`src/tcic_pkg.sv`:
```
// constants, register map and carrier types for the timer with input capture
// assumes a byte-wide register port and two capture channels
package tcic_pkg;

   // ***************************************************
   // sizes
   // ***************************************************
   localparam int unsigned TCIC_NUM_CHAN = 2;

   // ***************************************************
   // register offsets (byte wide)
   // ***************************************************
   localparam logic [3:0] TCIC_ADDR_SC = 4'h0;
   localparam logic [3:0] TCIC_ADDR_CNT_HI = 4'h1;
   localparam logic [3:0] TCIC_ADDR_CNT_LO = 4'h2;
   localparam logic [3:0] TCIC_ADDR_MOD_HI = 4'h3;
   localparam logic [3:0] TCIC_ADDR_MOD_LO = 4'h4;
   localparam logic [3:0] TCIC_ADDR_CH0 = 4'h5;
   localparam logic [3:0] TCIC_CH_STRIDE = 4'h3;
   localparam logic [3:0] TCIC_CH_OFS_SC = 4'h0;
   localparam logic [3:0] TCIC_CH_OFS_VH = 4'h1;
   localparam logic [3:0] TCIC_CH_OFS_VL = 4'h2;

   // ***************************************************
   // field positions
   // ***************************************************
   localparam int unsigned TCIC_SC_OVF = 7;
   localparam int unsigned TCIC_SC_OVF_IE = 6;
   localparam int unsigned TCIC_SC_CENTER = 5;
   localparam int unsigned TCIC_SC_CLK_HI = 4;
   localparam int unsigned TCIC_SC_CLK_LO = 3;
   localparam int unsigned TCIC_SC_PS_HI = 2;
   localparam int unsigned TCIC_SC_PS_LO = 0;
   localparam int unsigned TCIC_CH_FLAG = 7;
   localparam int unsigned TCIC_CH_IE = 6;
   localparam int unsigned TCIC_CH_MODE_HI = 5;
   localparam int unsigned TCIC_CH_MODE_LO = 4;
   localparam int unsigned TCIC_CH_EDGE_HI = 3;
   localparam int unsigned TCIC_CH_EDGE_LO = 2;

   // ***************************************************
   // codes and values
   // ***************************************************
   localparam logic [1:0] TCIC_CLK_OFF = 2'h0;
   localparam logic [1:0] TCIC_CLK_BUS = 2'h1;
   localparam logic [1:0] TCIC_CLK_FIXED = 2'h2;
   localparam logic [1:0] TCIC_CLK_EXT = 2'h3;
   localparam logic [1:0] TCIC_MODE_CAPTURE = 2'h0;
   localparam logic [1:0] TCIC_EDGE_NONE = 2'h0;
   localparam logic [1:0] TCIC_EDGE_RISE = 2'h1;
   localparam logic [1:0] TCIC_EDGE_FALL = 2'h2;
   localparam logic [1:0] TCIC_EDGE_ANY = 2'h3;
   localparam logic [15:0] TCIC_CNT_ZERO = 16'h0000;
   localparam logic [15:0] TCIC_CNT_ONE = 16'h0001;
   localparam logic [15:0] TCIC_CNT_MAX = 16'hFFFF;
   localparam logic [6:0] TCIC_PRE_ZERO = 7'h00;
   localparam logic [6:0] TCIC_PRE_ONE = 7'h01;
   localparam logic [7:0] TCIC_BYTE_ZERO = 8'h00;
   localparam logic [1:0] TCIC_GOT_NONE = 2'h0;
   localparam logic [1:0] TCIC_GOT_BOTH = 2'h3;

   // ***************************************************
   // carrier types
   // ***************************************************
   typedef struct packed {
      logic [3:0] addr;
      logic [7:0] wdata;
      logic wr;
      logic rd;
   } tcic_bus_req_t;

   typedef struct packed {
      logic irq_en;
      logic [1:0] mode_sel;
      logic [1:0] edge_sel;
   } tcic_chan_cfg_t;

endpackage

```
`src/tcic_timer.sv`:
```
// 16-bit timer with prescaler, modulus, up or up/down counting and input capture
// assumes a byte register port with read data one cycle after the read strobe,
// and pins asynchronous inputs, all of them resynchronised here, the external clock included
`timescale 1ns/1ps
module tcic_timer
   import tcic_pkg::*;
(
   input wire logic clk,
   input wire logic sys_rst,
   input wire tcic_bus_req_t bus_req,
   output logic [7:0] rdata,
   input wire logic [TCIC_NUM_CHAN-1:0] chan_pin_in,
   input wire logic background_active,
   input wire logic stop_mode,
   output logic overflow_irq,
   output logic [TCIC_NUM_CHAN-1:0] chan_irq,
   output logic [TCIC_NUM_CHAN-1:0] chan_pin_own
);

   // ***************************************************
   // helpers
   // ***************************************************
   // byte address of one channel register
   function automatic logic [3:0] chan_addr(input int n, input logic [3:0] ofs);
      logic [3:0] base;
      base = TCIC_ADDR_CH0 + 4'(n) * TCIC_CH_STRIDE;
      return 4'(base + ofs);
   endfunction

   // low prescaler bits that must all be one for an output pulse
   function automatic logic [6:0] pre_mask(input logic [2:0] sel);
      logic [7:0] m;
      m = (8'h01 << sel) - 8'h01;
      return m[6:0];
   endfunction

   // edge detector on the synchronised pin
   function automatic logic edge_hit(input logic [1:0] sel, input logic now, input logic prev);
      logic rise;
      logic fall;
      rise = now & ~prev;
      fall = ~now & prev;
      case (sel)
         TCIC_EDGE_RISE: return rise;
         TCIC_EDGE_FALL: return fall;
         TCIC_EDGE_ANY: return rise | fall;
         default: return 1'b0;
      endcase
   endfunction

   // ***************************************************
   // state
   // ***************************************************
   logic ovf_q, ovf_ie_q, center_q, ovf_arm_q;
   logic [1:0] clk_sel_q;
   logic [2:0] ps_sel_q;
   logic [6:0] pre_q;
   logic [15:0] cnt_q, mod_q, mod_buf_q, cnt_buf_q;
   logic [1:0] mod_got_q, cnt_got_q;
   logic cnt_lat_q, dir_down_q;
   logic [TCIC_NUM_CHAN-1:0] pin_s1_q, pin_s2_q, pin_s3_q;
   tcic_chan_cfg_t cfg_q [TCIC_NUM_CHAN];
   logic [TCIC_NUM_CHAN-1:0] chf_q, ch_arm_q, val_lat_q;
   logic [15:0] val_q [TCIC_NUM_CHAN];
   logic [15:0] val_buf_q [TCIC_NUM_CHAN];
   logic [1:0] val_got_q [TCIC_NUM_CHAN];
   logic [7:0] rdata_q;

   // ***************************************************
   // register decode
   // ***************************************************
   wire logic wr = bus_req.wr;
   wire logic rd = bus_req.rd;
   wire logic [3:0] addr = bus_req.addr;
   wire logic [7:0] wdata = bus_req.wdata;
   wire logic hit_sc = addr == TCIC_ADDR_SC;
   wire logic hit_chi = addr == TCIC_ADDR_CNT_HI;
   wire logic hit_clo = addr == TCIC_ADDR_CNT_LO;
   wire logic hit_mhi = addr == TCIC_ADDR_MOD_HI;
   wire logic hit_mlo = addr == TCIC_ADDR_MOD_LO;
   wire logic sc_wr = wr & hit_sc;
   wire logic cnt_wr = wr & (hit_chi | hit_clo);
   wire logic cnt_rd = rd & (hit_chi | hit_clo);
   logic [TCIC_NUM_CHAN-1:0] hit_csc, hit_cvh, hit_cvl;

   // per-channel address decode
   for (genvar g = 0; g < TCIC_NUM_CHAN; g++) begin : g_dec
      assign hit_csc[g] = addr == chan_addr(g, TCIC_CH_OFS_SC);
      assign hit_cvh[g] = addr == chan_addr(g, TCIC_CH_OFS_VH);
      assign hit_cvl[g] = addr == chan_addr(g, TCIC_CH_OFS_VL);
   end

   // ***************************************************
   // clock source and prescaler
   // ***************************************************
   // the fixed clock does not exist here, so it falls back to the bus clock
   wire logic ext_rise = pin_s2_q[0] & ~pin_s3_q[0];
   wire logic halt = background_active | stop_mode;
   wire logic bus_src = (clk_sel_q == TCIC_CLK_BUS) | (clk_sel_q == TCIC_CLK_FIXED);
   wire logic ext_src = (clk_sel_q == TCIC_CLK_EXT) & ext_rise;
   wire logic src_tick = ~halt & (bus_src | ext_src);
   wire logic [6:0] mask = pre_mask(ps_sel_q);
   wire logic cnt_tick = src_tick & ((pre_q & mask) == mask);

   // ***************************************************
   // counter next value
   // ***************************************************
   // center mode with a zero modulus cannot reverse, so it falls back to up counting
   wire logic updown = center_q & (mod_q != TCIC_CNT_ZERO);
   wire logic [15:0] term = (mod_q == TCIC_CNT_ZERO) ? TCIC_CNT_MAX : mod_q;
   wire logic up_wrap = (cnt_q == term) | (cnt_q == TCIC_CNT_MAX);
   wire logic turn_dn = ~dir_down_q & (cnt_q >= mod_q);
   wire logic turn_up = dir_down_q & (cnt_q == TCIC_CNT_ZERO);
   logic [15:0] cnt_nxt;
   logic dir_nxt;

   // next count for the active counting mode
   always_comb begin
      cnt_nxt = 16'(cnt_q + TCIC_CNT_ONE);
      dir_nxt = 1'b0;
      if (!updown) begin
         if (up_wrap) begin
            cnt_nxt = TCIC_CNT_ZERO;
         end
      end else if (turn_dn) begin
         cnt_nxt = 16'(cnt_q - TCIC_CNT_ONE);
         dir_nxt = 1'b1;
      end else if (turn_up) begin
         cnt_nxt = TCIC_CNT_ONE;
      end else if (dir_down_q) begin
         cnt_nxt = 16'(cnt_q - TCIC_CNT_ONE);
         dir_nxt = 1'b1;
      end
   end

   // overflow event; a counter write in the same cycle wins over the count
   wire logic ovf_evt = cnt_tick & ~cnt_wr & (updown ? turn_dn : up_wrap);

   // ***************************************************
   // channel events
   // ***************************************************
   logic [TCIC_NUM_CHAN-1:0] cap_evt, cmp_evt, ch_evt, capture_md;

   for (genvar g = 0; g < TCIC_NUM_CHAN; g++) begin : g_evt
      // center mode overrides the per-channel mode bits
      assign capture_md[g] = ~center_q & (cfg_q[g].mode_sel == TCIC_MODE_CAPTURE);
      assign cap_evt[g] = capture_md[g] & edge_hit(cfg_q[g].edge_sel, pin_s2_q[g], pin_s3_q[g]);
      assign cmp_evt[g] = ~capture_md[g] & cnt_tick & ~cnt_wr & (cnt_nxt == val_q[g]);
      assign ch_evt[g] = cap_evt[g] | cmp_evt[g];
      // while the timer claims the pin, the port registers have no say
      assign chan_pin_own[g] = (cfg_q[g].edge_sel != TCIC_EDGE_NONE) | ~capture_md[g];
      assign chan_irq[g] = chf_q[g] & cfg_q[g].irq_en;
   end

   assign overflow_irq = ovf_q & ovf_ie_q;

   // ***************************************************
   // read data selection
   // ***************************************************
   wire logic [15:0] cnt_view = cnt_lat_q ? cnt_buf_q : cnt_q;
   wire logic [7:0] sc_view = {ovf_q, ovf_ie_q, center_q, clk_sel_q, ps_sel_q};
   logic [7:0] rd_mux;

   // unmapped offsets read as zero
   always_comb begin
      logic [15:0] v;
      v = TCIC_CNT_ZERO;
      rd_mux = TCIC_BYTE_ZERO;
      if (hit_sc) rd_mux = sc_view;
      if (hit_chi) rd_mux = cnt_view[15:8];
      if (hit_clo) rd_mux = cnt_view[7:0];
      if (hit_mhi) rd_mux = mod_q[15:8];
      if (hit_mlo) rd_mux = mod_q[7:0];
      for (int i = 0; i < TCIC_NUM_CHAN; i++) begin
         v = val_lat_q[i] ? val_buf_q[i] : val_q[i];
         if (hit_csc[i]) rd_mux = {chf_q[i], cfg_q[i], 2'h0};
         if (hit_cvh[i]) rd_mux = v[15:8];
         if (hit_cvl[i]) rd_mux = v[7:0];
      end
   end

   // read data stand only in the cycle after the strobe
   always_ff @(posedge clk) begin
      if (sys_rst) rdata_q <= TCIC_BYTE_ZERO;
      else rdata_q <= rd ? rd_mux : TCIC_BYTE_ZERO;
   end
   assign rdata = rdata_q;

   // ***************************************************
   // pin synchronisers
   // ***************************************************
   // first stage feeds only the second; edges are taken between stages two and three
   always_ff @(posedge clk) begin
      if (sys_rst) begin
         pin_s1_q <= '0;
         pin_s2_q <= '0;
         pin_s3_q <= '0;
      end else begin
         pin_s1_q <= chan_pin_in;
         pin_s2_q <= pin_s1_q;
         pin_s3_q <= pin_s2_q;
      end
   end

   // ***************************************************
   // status and control
   // ***************************************************
   // a new overflow beats a clear in the same cycle and disarms the clear
   always_ff @(posedge clk) begin
      if (sys_rst) begin
         ovf_q <= 1'b0;
         ovf_arm_q <= 1'b0;
         ovf_ie_q <= 1'b0;
         center_q <= 1'b0;
         clk_sel_q <= TCIC_CLK_OFF;
         ps_sel_q <= 3'h0;
      end else begin
         if (ovf_evt) ovf_q <= 1'b1;
         else if (sc_wr && ovf_arm_q && !wdata[TCIC_SC_OVF]) ovf_q <= 1'b0;
         if (ovf_evt) ovf_arm_q <= 1'b0;
         else if (rd && hit_sc && ovf_q) ovf_arm_q <= 1'b1;
         else if (sc_wr) ovf_arm_q <= 1'b0;
         if (sc_wr) begin
            ovf_ie_q <= wdata[TCIC_SC_OVF_IE];
            center_q <= wdata[TCIC_SC_CENTER];
            clk_sel_q <= {wdata[TCIC_SC_CLK_HI], wdata[TCIC_SC_CLK_LO]};
            ps_sel_q <= wdata[TCIC_SC_PS_HI:TCIC_SC_PS_LO];
         end
      end
   end

   // ***************************************************
   // prescaler and counter
   // ***************************************************
   // the prescaler is not cleared by a counter write, so the first count may come early
   always_ff @(posedge clk) begin
      if (sys_rst) begin
         pre_q <= TCIC_PRE_ZERO;
         cnt_q <= TCIC_CNT_ZERO;
         dir_down_q <= 1'b0;
      end else begin
         if (src_tick) pre_q <= 7'(pre_q + TCIC_PRE_ONE);
         if (cnt_wr) begin
            cnt_q <= TCIC_CNT_ZERO;
            dir_down_q <= 1'b0;
         end else if (cnt_tick) begin
            cnt_q <= cnt_nxt;
            dir_down_q <= dir_nxt;
         end
      end
   end

   // counter read coherency: first byte read freezes both until both are read
   always_ff @(posedge clk) begin
      if (sys_rst || cnt_wr) begin
         cnt_lat_q <= 1'b0;
         cnt_got_q <= TCIC_GOT_NONE;
         cnt_buf_q <= TCIC_CNT_ZERO;
      end else if (cnt_rd) begin
         if (!cnt_lat_q) cnt_buf_q <= cnt_q;
         if ((cnt_got_q | {hit_chi, hit_clo}) == TCIC_GOT_BOTH) begin
            cnt_lat_q <= 1'b0;
            cnt_got_q <= TCIC_GOT_NONE;
         end else begin
            cnt_lat_q <= 1'b1;
            cnt_got_q <= cnt_got_q | {hit_chi, hit_clo};
         end
      end
   end

   // ***************************************************
   // modulus
   // ***************************************************
   // both bytes must arrive before the modulus changes; a status write cancels
   always_ff @(posedge clk) begin
      if (sys_rst || sc_wr) begin
         mod_got_q <= TCIC_GOT_NONE;
         mod_buf_q <= TCIC_CNT_ZERO;
      end else if (wr && (hit_mhi || hit_mlo)) begin
         if (hit_mhi) mod_buf_q[15:8] <= wdata;
         if (hit_mlo) mod_buf_q[7:0] <= wdata;
         if ((mod_got_q | {hit_mhi, hit_mlo}) == TCIC_GOT_BOTH) mod_got_q <= TCIC_GOT_NONE;
         else mod_got_q <= mod_got_q | {hit_mhi, hit_mlo};
      end
   end

   wire logic mod_commit = wr & (hit_mhi | hit_mlo) & ((mod_got_q | {hit_mhi, hit_mlo}) == TCIC_GOT_BOTH);
   wire logic [15:0] mod_new = {hit_mhi ? wdata : mod_buf_q[15:8], hit_mlo ? wdata : mod_buf_q[7:0]};

   always_ff @(posedge clk) begin
      if (sys_rst) mod_q <= TCIC_CNT_ZERO;
      else if (mod_commit) mod_q <= mod_new;
   end

   // ***************************************************
   // channels
   // ***************************************************
   // capture beats a software write to the value in the same cycle
   always_ff @(posedge clk) begin
      for (int i = 0; i < TCIC_NUM_CHAN; i++) begin
         if (sys_rst) begin
            cfg_q[i] <= '0;
            chf_q[i] <= 1'b0;
            ch_arm_q[i] <= 1'b0;
            val_q[i] <= TCIC_CNT_ZERO;
         end else begin
            if (wr && hit_csc[i]) begin
               cfg_q[i].irq_en <= wdata[TCIC_CH_IE];
               cfg_q[i].mode_sel <= wdata[TCIC_CH_MODE_HI:TCIC_CH_MODE_LO];
               cfg_q[i].edge_sel <= wdata[TCIC_CH_EDGE_HI:TCIC_CH_EDGE_LO];
            end
            if (ch_evt[i]) chf_q[i] <= 1'b1;
            else if (wr && hit_csc[i] && ch_arm_q[i] && !wdata[TCIC_CH_FLAG]) chf_q[i] <= 1'b0;
            if (ch_evt[i]) ch_arm_q[i] <= 1'b0;
            else if (rd && hit_csc[i] && chf_q[i]) ch_arm_q[i] <= 1'b1;
            else if (wr && hit_csc[i]) ch_arm_q[i] <= 1'b0;
            if (cap_evt[i]) val_q[i] <= cnt_q;
            else if (wr && hit_cvh[i]) val_q[i][15:8] <= wdata;
            else if (wr && hit_cvl[i]) val_q[i][7:0] <= wdata;
         end
      end
   end

   // channel value read coherency, restarted by a channel control write
   always_ff @(posedge clk) begin
      for (int i = 0; i < TCIC_NUM_CHAN; i++) begin
         if (sys_rst || (wr && hit_csc[i])) begin
            val_lat_q[i] <= 1'b0;
            val_got_q[i] <= TCIC_GOT_NONE;
            val_buf_q[i] <= TCIC_CNT_ZERO;
         end else if (rd && (hit_cvh[i] || hit_cvl[i])) begin
            if (!val_lat_q[i]) val_buf_q[i] <= val_q[i];
            if ((val_got_q[i] | {hit_cvh[i], hit_cvl[i]}) == TCIC_GOT_BOTH) begin
               val_lat_q[i] <= 1'b0;
               val_got_q[i] <= TCIC_GOT_NONE;
            end else begin
               val_lat_q[i] <= 1'b1;
               val_got_q[i] <= val_got_q[i] | {hit_cvh[i], hit_cvl[i]};
            end
         end
      end
   end

endmodule

```
`config.mk`:
```
export PLATFORM = sky130hd
export DESIGN_NAME = tcic_timer
export DESIGN_NICKNAME = d
export VERILOG_FILES = /design/src/tcic_pkg.sv /design/src/tcic_timer.sv
export SDC_FILE = /design/constraint.sdc
export NUM_CORES = 1
export LEC_CHECK = 0
export ABC_AREA = 1
export BUFFER_PORTS_ARGS = -buffer_cell sky130_fd_sc_hd__clkbuf_2
export CORE_ASPECT_RATIO = 0.7
export CORE_MARGIN = 2
export CORE_UTILIZATION = 61
export DETAILED_ROUTE_END_ITERATION = 10
export GPL_TIMING_DRIVEN = 0
export PLACE_DENSITY = 0.89
export SKIP_CTS_REPAIR_TIMING = 1
export SYNTH_ARGS = -nofsm -noshare
export SYNTH_HDL_FRONTEND = slang
export SYNTH_SLANG_ARGS = --single-unit
```
`constraint.sdc`:
```
create_clock -name clk -period 3.6 [get_ports clk]
set_input_delay 0.9 -clock clk [delete_from_list [all_inputs] [get_ports clk]]
set_output_delay 0.9 -clock clk [all_outputs]
set_load 0.05 [all_outputs]
```
=== Yosys cells after proc, flatten, opt, wreduce, memory -nomap -nowiden ===
Memory sizes are Yosys's and may differ from the RTL's.
Cells that the tools add are included.

* Bits in registers: 106
* Bits of input ports: 20
* Output and inout port bits: 13
* Memories kept: 4
* Bits in writable memories: 78

{| class="wikitable"
|+ Memory list
! name !! depth !! width !! rd ports !! clocked after Yosys merged registers in !! wr ports !! RTL line !! source
|-
| val_buf_q || 2 || 16 || 2 || 0 || 2 || tcic_timer.sv:65 || <nowiki>logic [15:0] val_buf_q [TCIC_NUM_CHAN];</nowiki>
|-
| val_q || 2 || 16 || 2 || 0 || 2 || tcic_timer.sv:64 || <nowiki>logic [15:0] val_q [TCIC_NUM_CHAN];</nowiki>
|-
| cfg_q || 2 || 5 || 2 || 0 || 2 || tcic_timer.sv:62 || <nowiki>tcic_chan_cfg_t cfg_q [TCIC_NUM_CHAN];</nowiki>
|-
| val_got_q || 2 || 2 || 2 || 0 || 2 || tcic_timer.sv:66 || <nowiki>logic [1:0] val_got_q [TCIC_NUM_CHAN];</nowiki>
|}

* Order comparisons: 1
* Bitwise logic cells: 76
* Equality and inequality tests: 28
* Mux-type cells: 122
* $add $sub $neg: 4
* Shift-type cells: 1
* Reduce and logical (&&, ||, !) cells: 48

{| class="wikitable"
|+ Operators with widths
! operator !! number
|-
| $mux W16 || 13
|-
| $mux W8 || 17
|-
| $mux W1 || 80
|-
| $eq A16 B16 Y1 || 3
|-
| $logic_not A16 Y1 || 2
|-
| $and A1 B1 Y1 || 30
|-
| $or A1 B1 Y1 || 30
|-
| $logic_and A1 B1 Y1 || 21
|-
| $eq A2 B2 Y1 const B || 10
|-
| $mux W2 || 10
|-
| $add A16 B1 Y16 const B || 1
|-
| $eq A16 B16 Y1 const B || 1
|-
| $eq A4 B3 Y1 const B || 4
|-
| $ge A16 B16 Y1 || 1
|-
| $reduce_bool A16 Y1 || 1
|-
| $reduce_bool A2 Y1 || 8
|-
| $sub A16 B1 Y16 const B || 1
|-
| $eq A4 B4 Y1 const B || 3
|-
| $not A1 Y1 || 11
|-
| $reduce_or A2 Y1 || 5
|-
| $eq A4 B2 Y1 const B || 2
|-
| $or A2 B2 Y2 || 4
|-
| $add A7 B1 Y7 const B || 1
|-
| $and A7 B7 Y7 || 1
|-
| 10 further kinds || 20
|}

=== Depth between registers and ports, before layout ===
* Depth after elaboration: 12
* Depth in mapped cells: 25

=== Least setup slack after synthesis ===
Ideal clock, no wire load.

* Path kind: in2reg
* From: input port bus_req[11] (netlist name)
* To: memory val_buf_q[1][0] (enable)
* Cell stages on the path: 8
* Buffers on the path: 0
* Slack: 0.822 ns
* Arrival time: 2.407 ns
* Data required time: 3.228 ns
* Cells stage by stage: inv_1 nor2_1 inv_1 nor2_1 inv_1 a21oi_1 nand2_1 nand2_1

{| class="wikitable"
|+ RTL lines
! what !! RTL line !! source
|-
| from (decl) || tcic_timer.sv:10 || <nowiki>input wire tcic_bus_req_t bus_req,</nowiki>
|-
| to (decl) || tcic_timer.sv:65 ||
|}

=== Final worst setup path ===
* From: register mod_q[15]
* To: register chf_q[1]

* Word-level cells in the longest chain between the ends: 10
* Elaborated cells on any way between the ends: 16
* Classes of those cells: 1 x order compare; 2 x eq/ne; 5 x mux; 5 x bitwise; 3 x reduce/logical

{| class="wikitable"
|+ RTL lines
! what !! RTL line !! source
|-
| from (decl) || tcic_timer.sv:58 || <nowiki>logic [15:0] cnt_q, mod_q, mod_buf_q, cnt_buf_q;</nowiki>
|-
| from (signal assigned) || tcic_timer.sv:292 || <nowiki>else if (mod_commit) mod_q <= mod_new;</nowiki>
|-
| $logic_not A16 Y1 || tcic_timer.sv:110 || <nowiki>wire logic [15:0] term = (mod_q == TCIC_CNT_ZERO) ? TCIC_CNT_MAX : mod_q;</nowiki>
|-
| $mux W16 || tcic_timer.sv:110 ||
|-
| $eq A16 B16 Y1 || tcic_timer.sv:111 || <nowiki>wire logic up_wrap = (cnt_q == term) | (cnt_q == TCIC_CNT_MAX);</nowiki>
|-
| $or A1 B1 Y1 || tcic_timer.sv:111 ||
|-
| $mux W16 || tcic_timer.sv:122 || <nowiki>if (up_wrap) begin</nowiki>
|-
| $mux W16 * || tcic_timer.sv:121 || <nowiki>if (!updown) begin</nowiki>
|-
| $eq A16 B16 Y1 * || tcic_timer.sv:148 || <nowiki>assign cmp_evt[g] = ~capture_md[g] & cnt_tick & ~cnt_wr & (cnt_nxt == val_q[g]);</nowiki>
|-
| $and A1 B1 Y1 * || tcic_timer.sv:148 ||
|-
| $or A1 B1 Y1 * || tcic_timer.sv:149 || <nowiki>assign ch_evt[g] = cap_evt[g] | cmp_evt[g];</nowiki>
|-
| $mux W1 or $reduce_bool A2 Y1 (tied branches) || -- ||
|-
| to (signal, indexed assignment) || tcic_timer.sv:303 || <nowiki>chf_q[i] <= 1'b0;</nowiki>
|-
| to (signal, indexed assignment) || tcic_timer.sv:312 || <nowiki>if (ch_evt[i]) chf_q[i] <= 1'b1;</nowiki>
|-
| to (signal, indexed assignment) || tcic_timer.sv:313 || <nowiki>else if (wr && hit_csc[i] && ch_arm_q[i] && !wdata[TCIC_CH_FLAG]) chf_q[i] <= 1'b0;</nowiki>
|-
| to (decl) || tcic_timer.sv:63 || <nowiki>logic [TCIC_NUM_CHAN-1:0] chf_q, ch_arm_q, val_lat_q;</nowiki>
|}

Mark *: on every way between the ends. The rest lies on a longest branch, timed or not.
A chain may end at the register's enable or synchronous reset.

==> run summary <==
Worst slew pin tran: 0.851 ns
TritonCTS clock tree: done
Required time worst endpoint: 4.00 ns
Full die area: 0.0189 mm2
Largest net degree at the start of global routing: 19
Std cell rows: 40
Per-cell routed wire length: 20.5 um
Main flop type after synthesis: dfxtp_1
Area occupied by multi-input gates: 0.00540 mm2
Sequential fraction of design power: 48.6%
Sequential Area: 0.00447 mm2
Final min period: 3.48 ns
Synth async-reset ratio: 0%
Instance count of the mapped netlist: 1514
Critical path class: reg2reg
Final setup margin: 0.121 ns
Power per cell area: 393 mW/mm2
Die W: 163 um
Post-Syn Nets: 1559
Area Growth Syn to Fin: 10.2%
Largest delay contributor family on the critical path: simple AND/OR/NAND/NOR gates
Layout Nets: 1613
GPL Wtd Cong: 1.15
Skew final: 0.0196 ns
Final Hold Vio Count: 0
Chip Height: 116 um
DRT Wirelength: 37200 um
Buffers & Inverters on Critical Path: 4
RR Endpoint: chf_q[1]
CP Launch Type: register
CP Max Fanout: 10
Yosys top cell area share: 21.6%
Max clock buf depth: 2
Worst-Skew Late Latency: 0.46 ns
R2r setup slk: 0.12 ns
Fin area: 0.0119 mm2
Fillers: 1477
Drt via density: 6.30
I/O Buffers: 31
DR iter-0 viols: 1850
Routing usage on met1: 56.1%
H-tree Lvls: 4
Post-DP HPWL: 28100 um
Vias in the first global route: 10300
Tot Pwr: 4.69 mW
Clock sink total: 184
Post-synth EDFFs: 78
Min-Delay Endpoint: pin_s2_q[1]
Setup Viol. Count Final: 0
Routed Antenna Nets: 0
Core footprint: 0.0173 mm2
Logic pwr share: 10.4%
Critical path data arrival time: 3.88 ns
Top post-synthesis cells by area: edfxtp_1 (22%), dfxtp_1 (20%), nand2_1 (12%)
Slew Viols, Final: 0
Pre-CTS setup slack: -0.300 ns
Maxcap violations: 0
Switching share of power: 28.3%
Clock power share: 41.0%
Slew headroom: 43.0%
Internal power: 3.36 mW
RSZ-0062 raised after global routing: no
Drt drc: 0
Synth area leader: edfxtp_1
Most common cell in the netlist: nand2_1
Outcome: finished, final reports clean
GRT Total Usage: 40.4%
Worst path most repeated cell: nand2_1
Max Fclk: 287 MHz
Yosys warns: 0
Initial core utilization: 62.8%
Worst hold stages: 2
GRT overflow: 0
CP max-delay cell: dfxtp_1
Synth top cells by count: nand2_1 (356), inv_1 (181), nor2_1 (178)
Clk root buf: clkbuf_16
Leak: 5.03 nW
Crit share post-route: 96.6%
Fraction of layout cells with a size suffix above 1: 7.34%
Hold_ws: 0.416 ns
Sw power: 1.33 mW
M3 GR Usage: 14.7%
Via Count: 11400
GRT Max-Usage Layer: met1
Placed Area: 0.0113 mm2
Avg Cell Area, Syn: 7.16 um2
Nature of the critical path endpoint: register
Worst VDD drop: 0.000291 V
Met2 usage: 56.0%
Seq/Total Area, Yosys: 41.2%
Global-route wire length before repair: 56800 um
R2r startpoint: mod_q[15]
Initial antenna violation count: 0
CTS Buf Count: 17
HP Start: pin_s1_q[1]
Crit path cell chain: inv_1 -> ha_1 -> nand2_1 -> inv_1 -> nand3_1 -> nor3_2 -> nand3_1 -> nand3_1 -> nand2_2 -> clkbuf_4 -> o211ai_1 -> nand2_1 -> nand2_1 -> nand2_1 -> nor2_1 -> nand2_1 -> nor2_1 -> nand2_1 -> nand3_1 -> nand2_1 -> inv_1
Unique masters post-synth: 48
Mapped cell area: 0.0108 mm2
Max stage delay on crit path: 0.42 ns
Hold WC Path Type: reg2reg
TritonRoute pass-1 iters: 6
Clock transition at the registers of the reported paths: 0.07 ns
R2R depth: 21
Setup TNS: 0 ns
I/O pin cnt: 33
Ant. Diodes: 0
Post-synthesis register bit count: 184
metal layers:
| metal | vias up | part of all wire [%] |
|---|---|---|
| met3 | 162 | 17 |
| met4 | 2 | 4.6 |
| met5 | - | 0.17 |
| met1 | 5211 | 39 |
| li1 | 5172 | - |
| met2 | 867 | 39 |
stage by stage:
step	std cells	util [%]
after floorplan	1514	-
after global placement	1776	65.3
after detailed placement	1777	65.4
after CTS	1809	68.8
after global routing	1812	69.2
final	1812	69.2
cells by family (layout without fill, tap and decap cells):
kind of cell | after synthesis | count (layout) | synth area share (%)
compound gates | 337 | 337 | 17.6
simple gates | 700 | 700 | 27.5
buf+inv | 248 | 315 | 9.18
xor+xnor | 20 | 20 | 1.62
flops | 184 | 184 | 41.2
fa+ha+maj | 25 | 25 | 2.89
worst max-delay path by stage:
stage | startpoint | to | cells after the start
after floorplan | bus_req[11] | val_buf_q[1][0] | 8
after global placement | bus_req[11] | val_buf_q[1][12] | 9
after detailed placement | bus_req[11] | val_buf_q[1][14] | 9
after CTS | mod_q[11] | chf_q[1] | 20
after global routing | mod_q[15] | chf_q[1] | 22
final | mod_q[15] | chf_q[1] | 21
cell type report:
class	instances	area share (%)
repair buffers	35	1.58
inverters	188	5.94
well taps	231	2.42
clock inverters	13	1.34
flip-flops and latches	184	37.4
clock buffers	19	3.63
multi-input cells	1082	45.2
plain buffers	60	2.45
power groups by stage:
stage,logic (mW),registers (mW),clock network (mW)
CTS,0.461,2.28,1.90
floorplan,0.299,2.32,0
global placement,0.445,2.32,0
global route,0.527,2.29,1.98
finish,0.488,2.28,1.92
detailed placement,0.457,2.32,0
sequential cells by signal, summed over array words and instances, names as in the netlist, 3 cells and up:
register,cells
cnt_buf_q,16
val_buf_q,32
val_got_q,4
cnt_q,16
val_q,32
mod_q,16
rdata,8
pre_q,7
cfg_q,10
mod_buf_q,16
ps_sel_q,3
worst reg2reg max path, cell delays in order (launching register included):
cell      delay, ns
dfxtp_1        0.42
inv_1          0.12
ha_1           0.32
nand2_1        0.05
inv_1          0.06
nand3_1        0.13
nor3_2         0.26
nand3_1        0.14
nand3_1        0.12
nand2_2        0.14
clkbuf_4       0.24
o211ai_1       0.37
nand2_1        0.18
nand2_1        0.09
nand2_1        0.06
nor2_1         0.09
nand2_1        0.07
nor2_1         0.16
nand2_1        0.16
nand3_1        0.10
nand2_1        0.07
inv_1          0.07
cell usage in the layout (no fill, tap or decap), drive strengths merged, types with 12 or more instances in the layout:
master / n
o211ai: 20
edfxtp: 78
nand4: 12
xor2: 19
nand2: 366
buf: 20
o22ai: 36
a211oi: 14
nor3: 15
o21ai: 136
inv: 188
nor2: 180
ha: 25
dfxtp: 106
clkbuf: 94
a21oi: 101
nand3: 112
(Power assumes the default switching activity.)
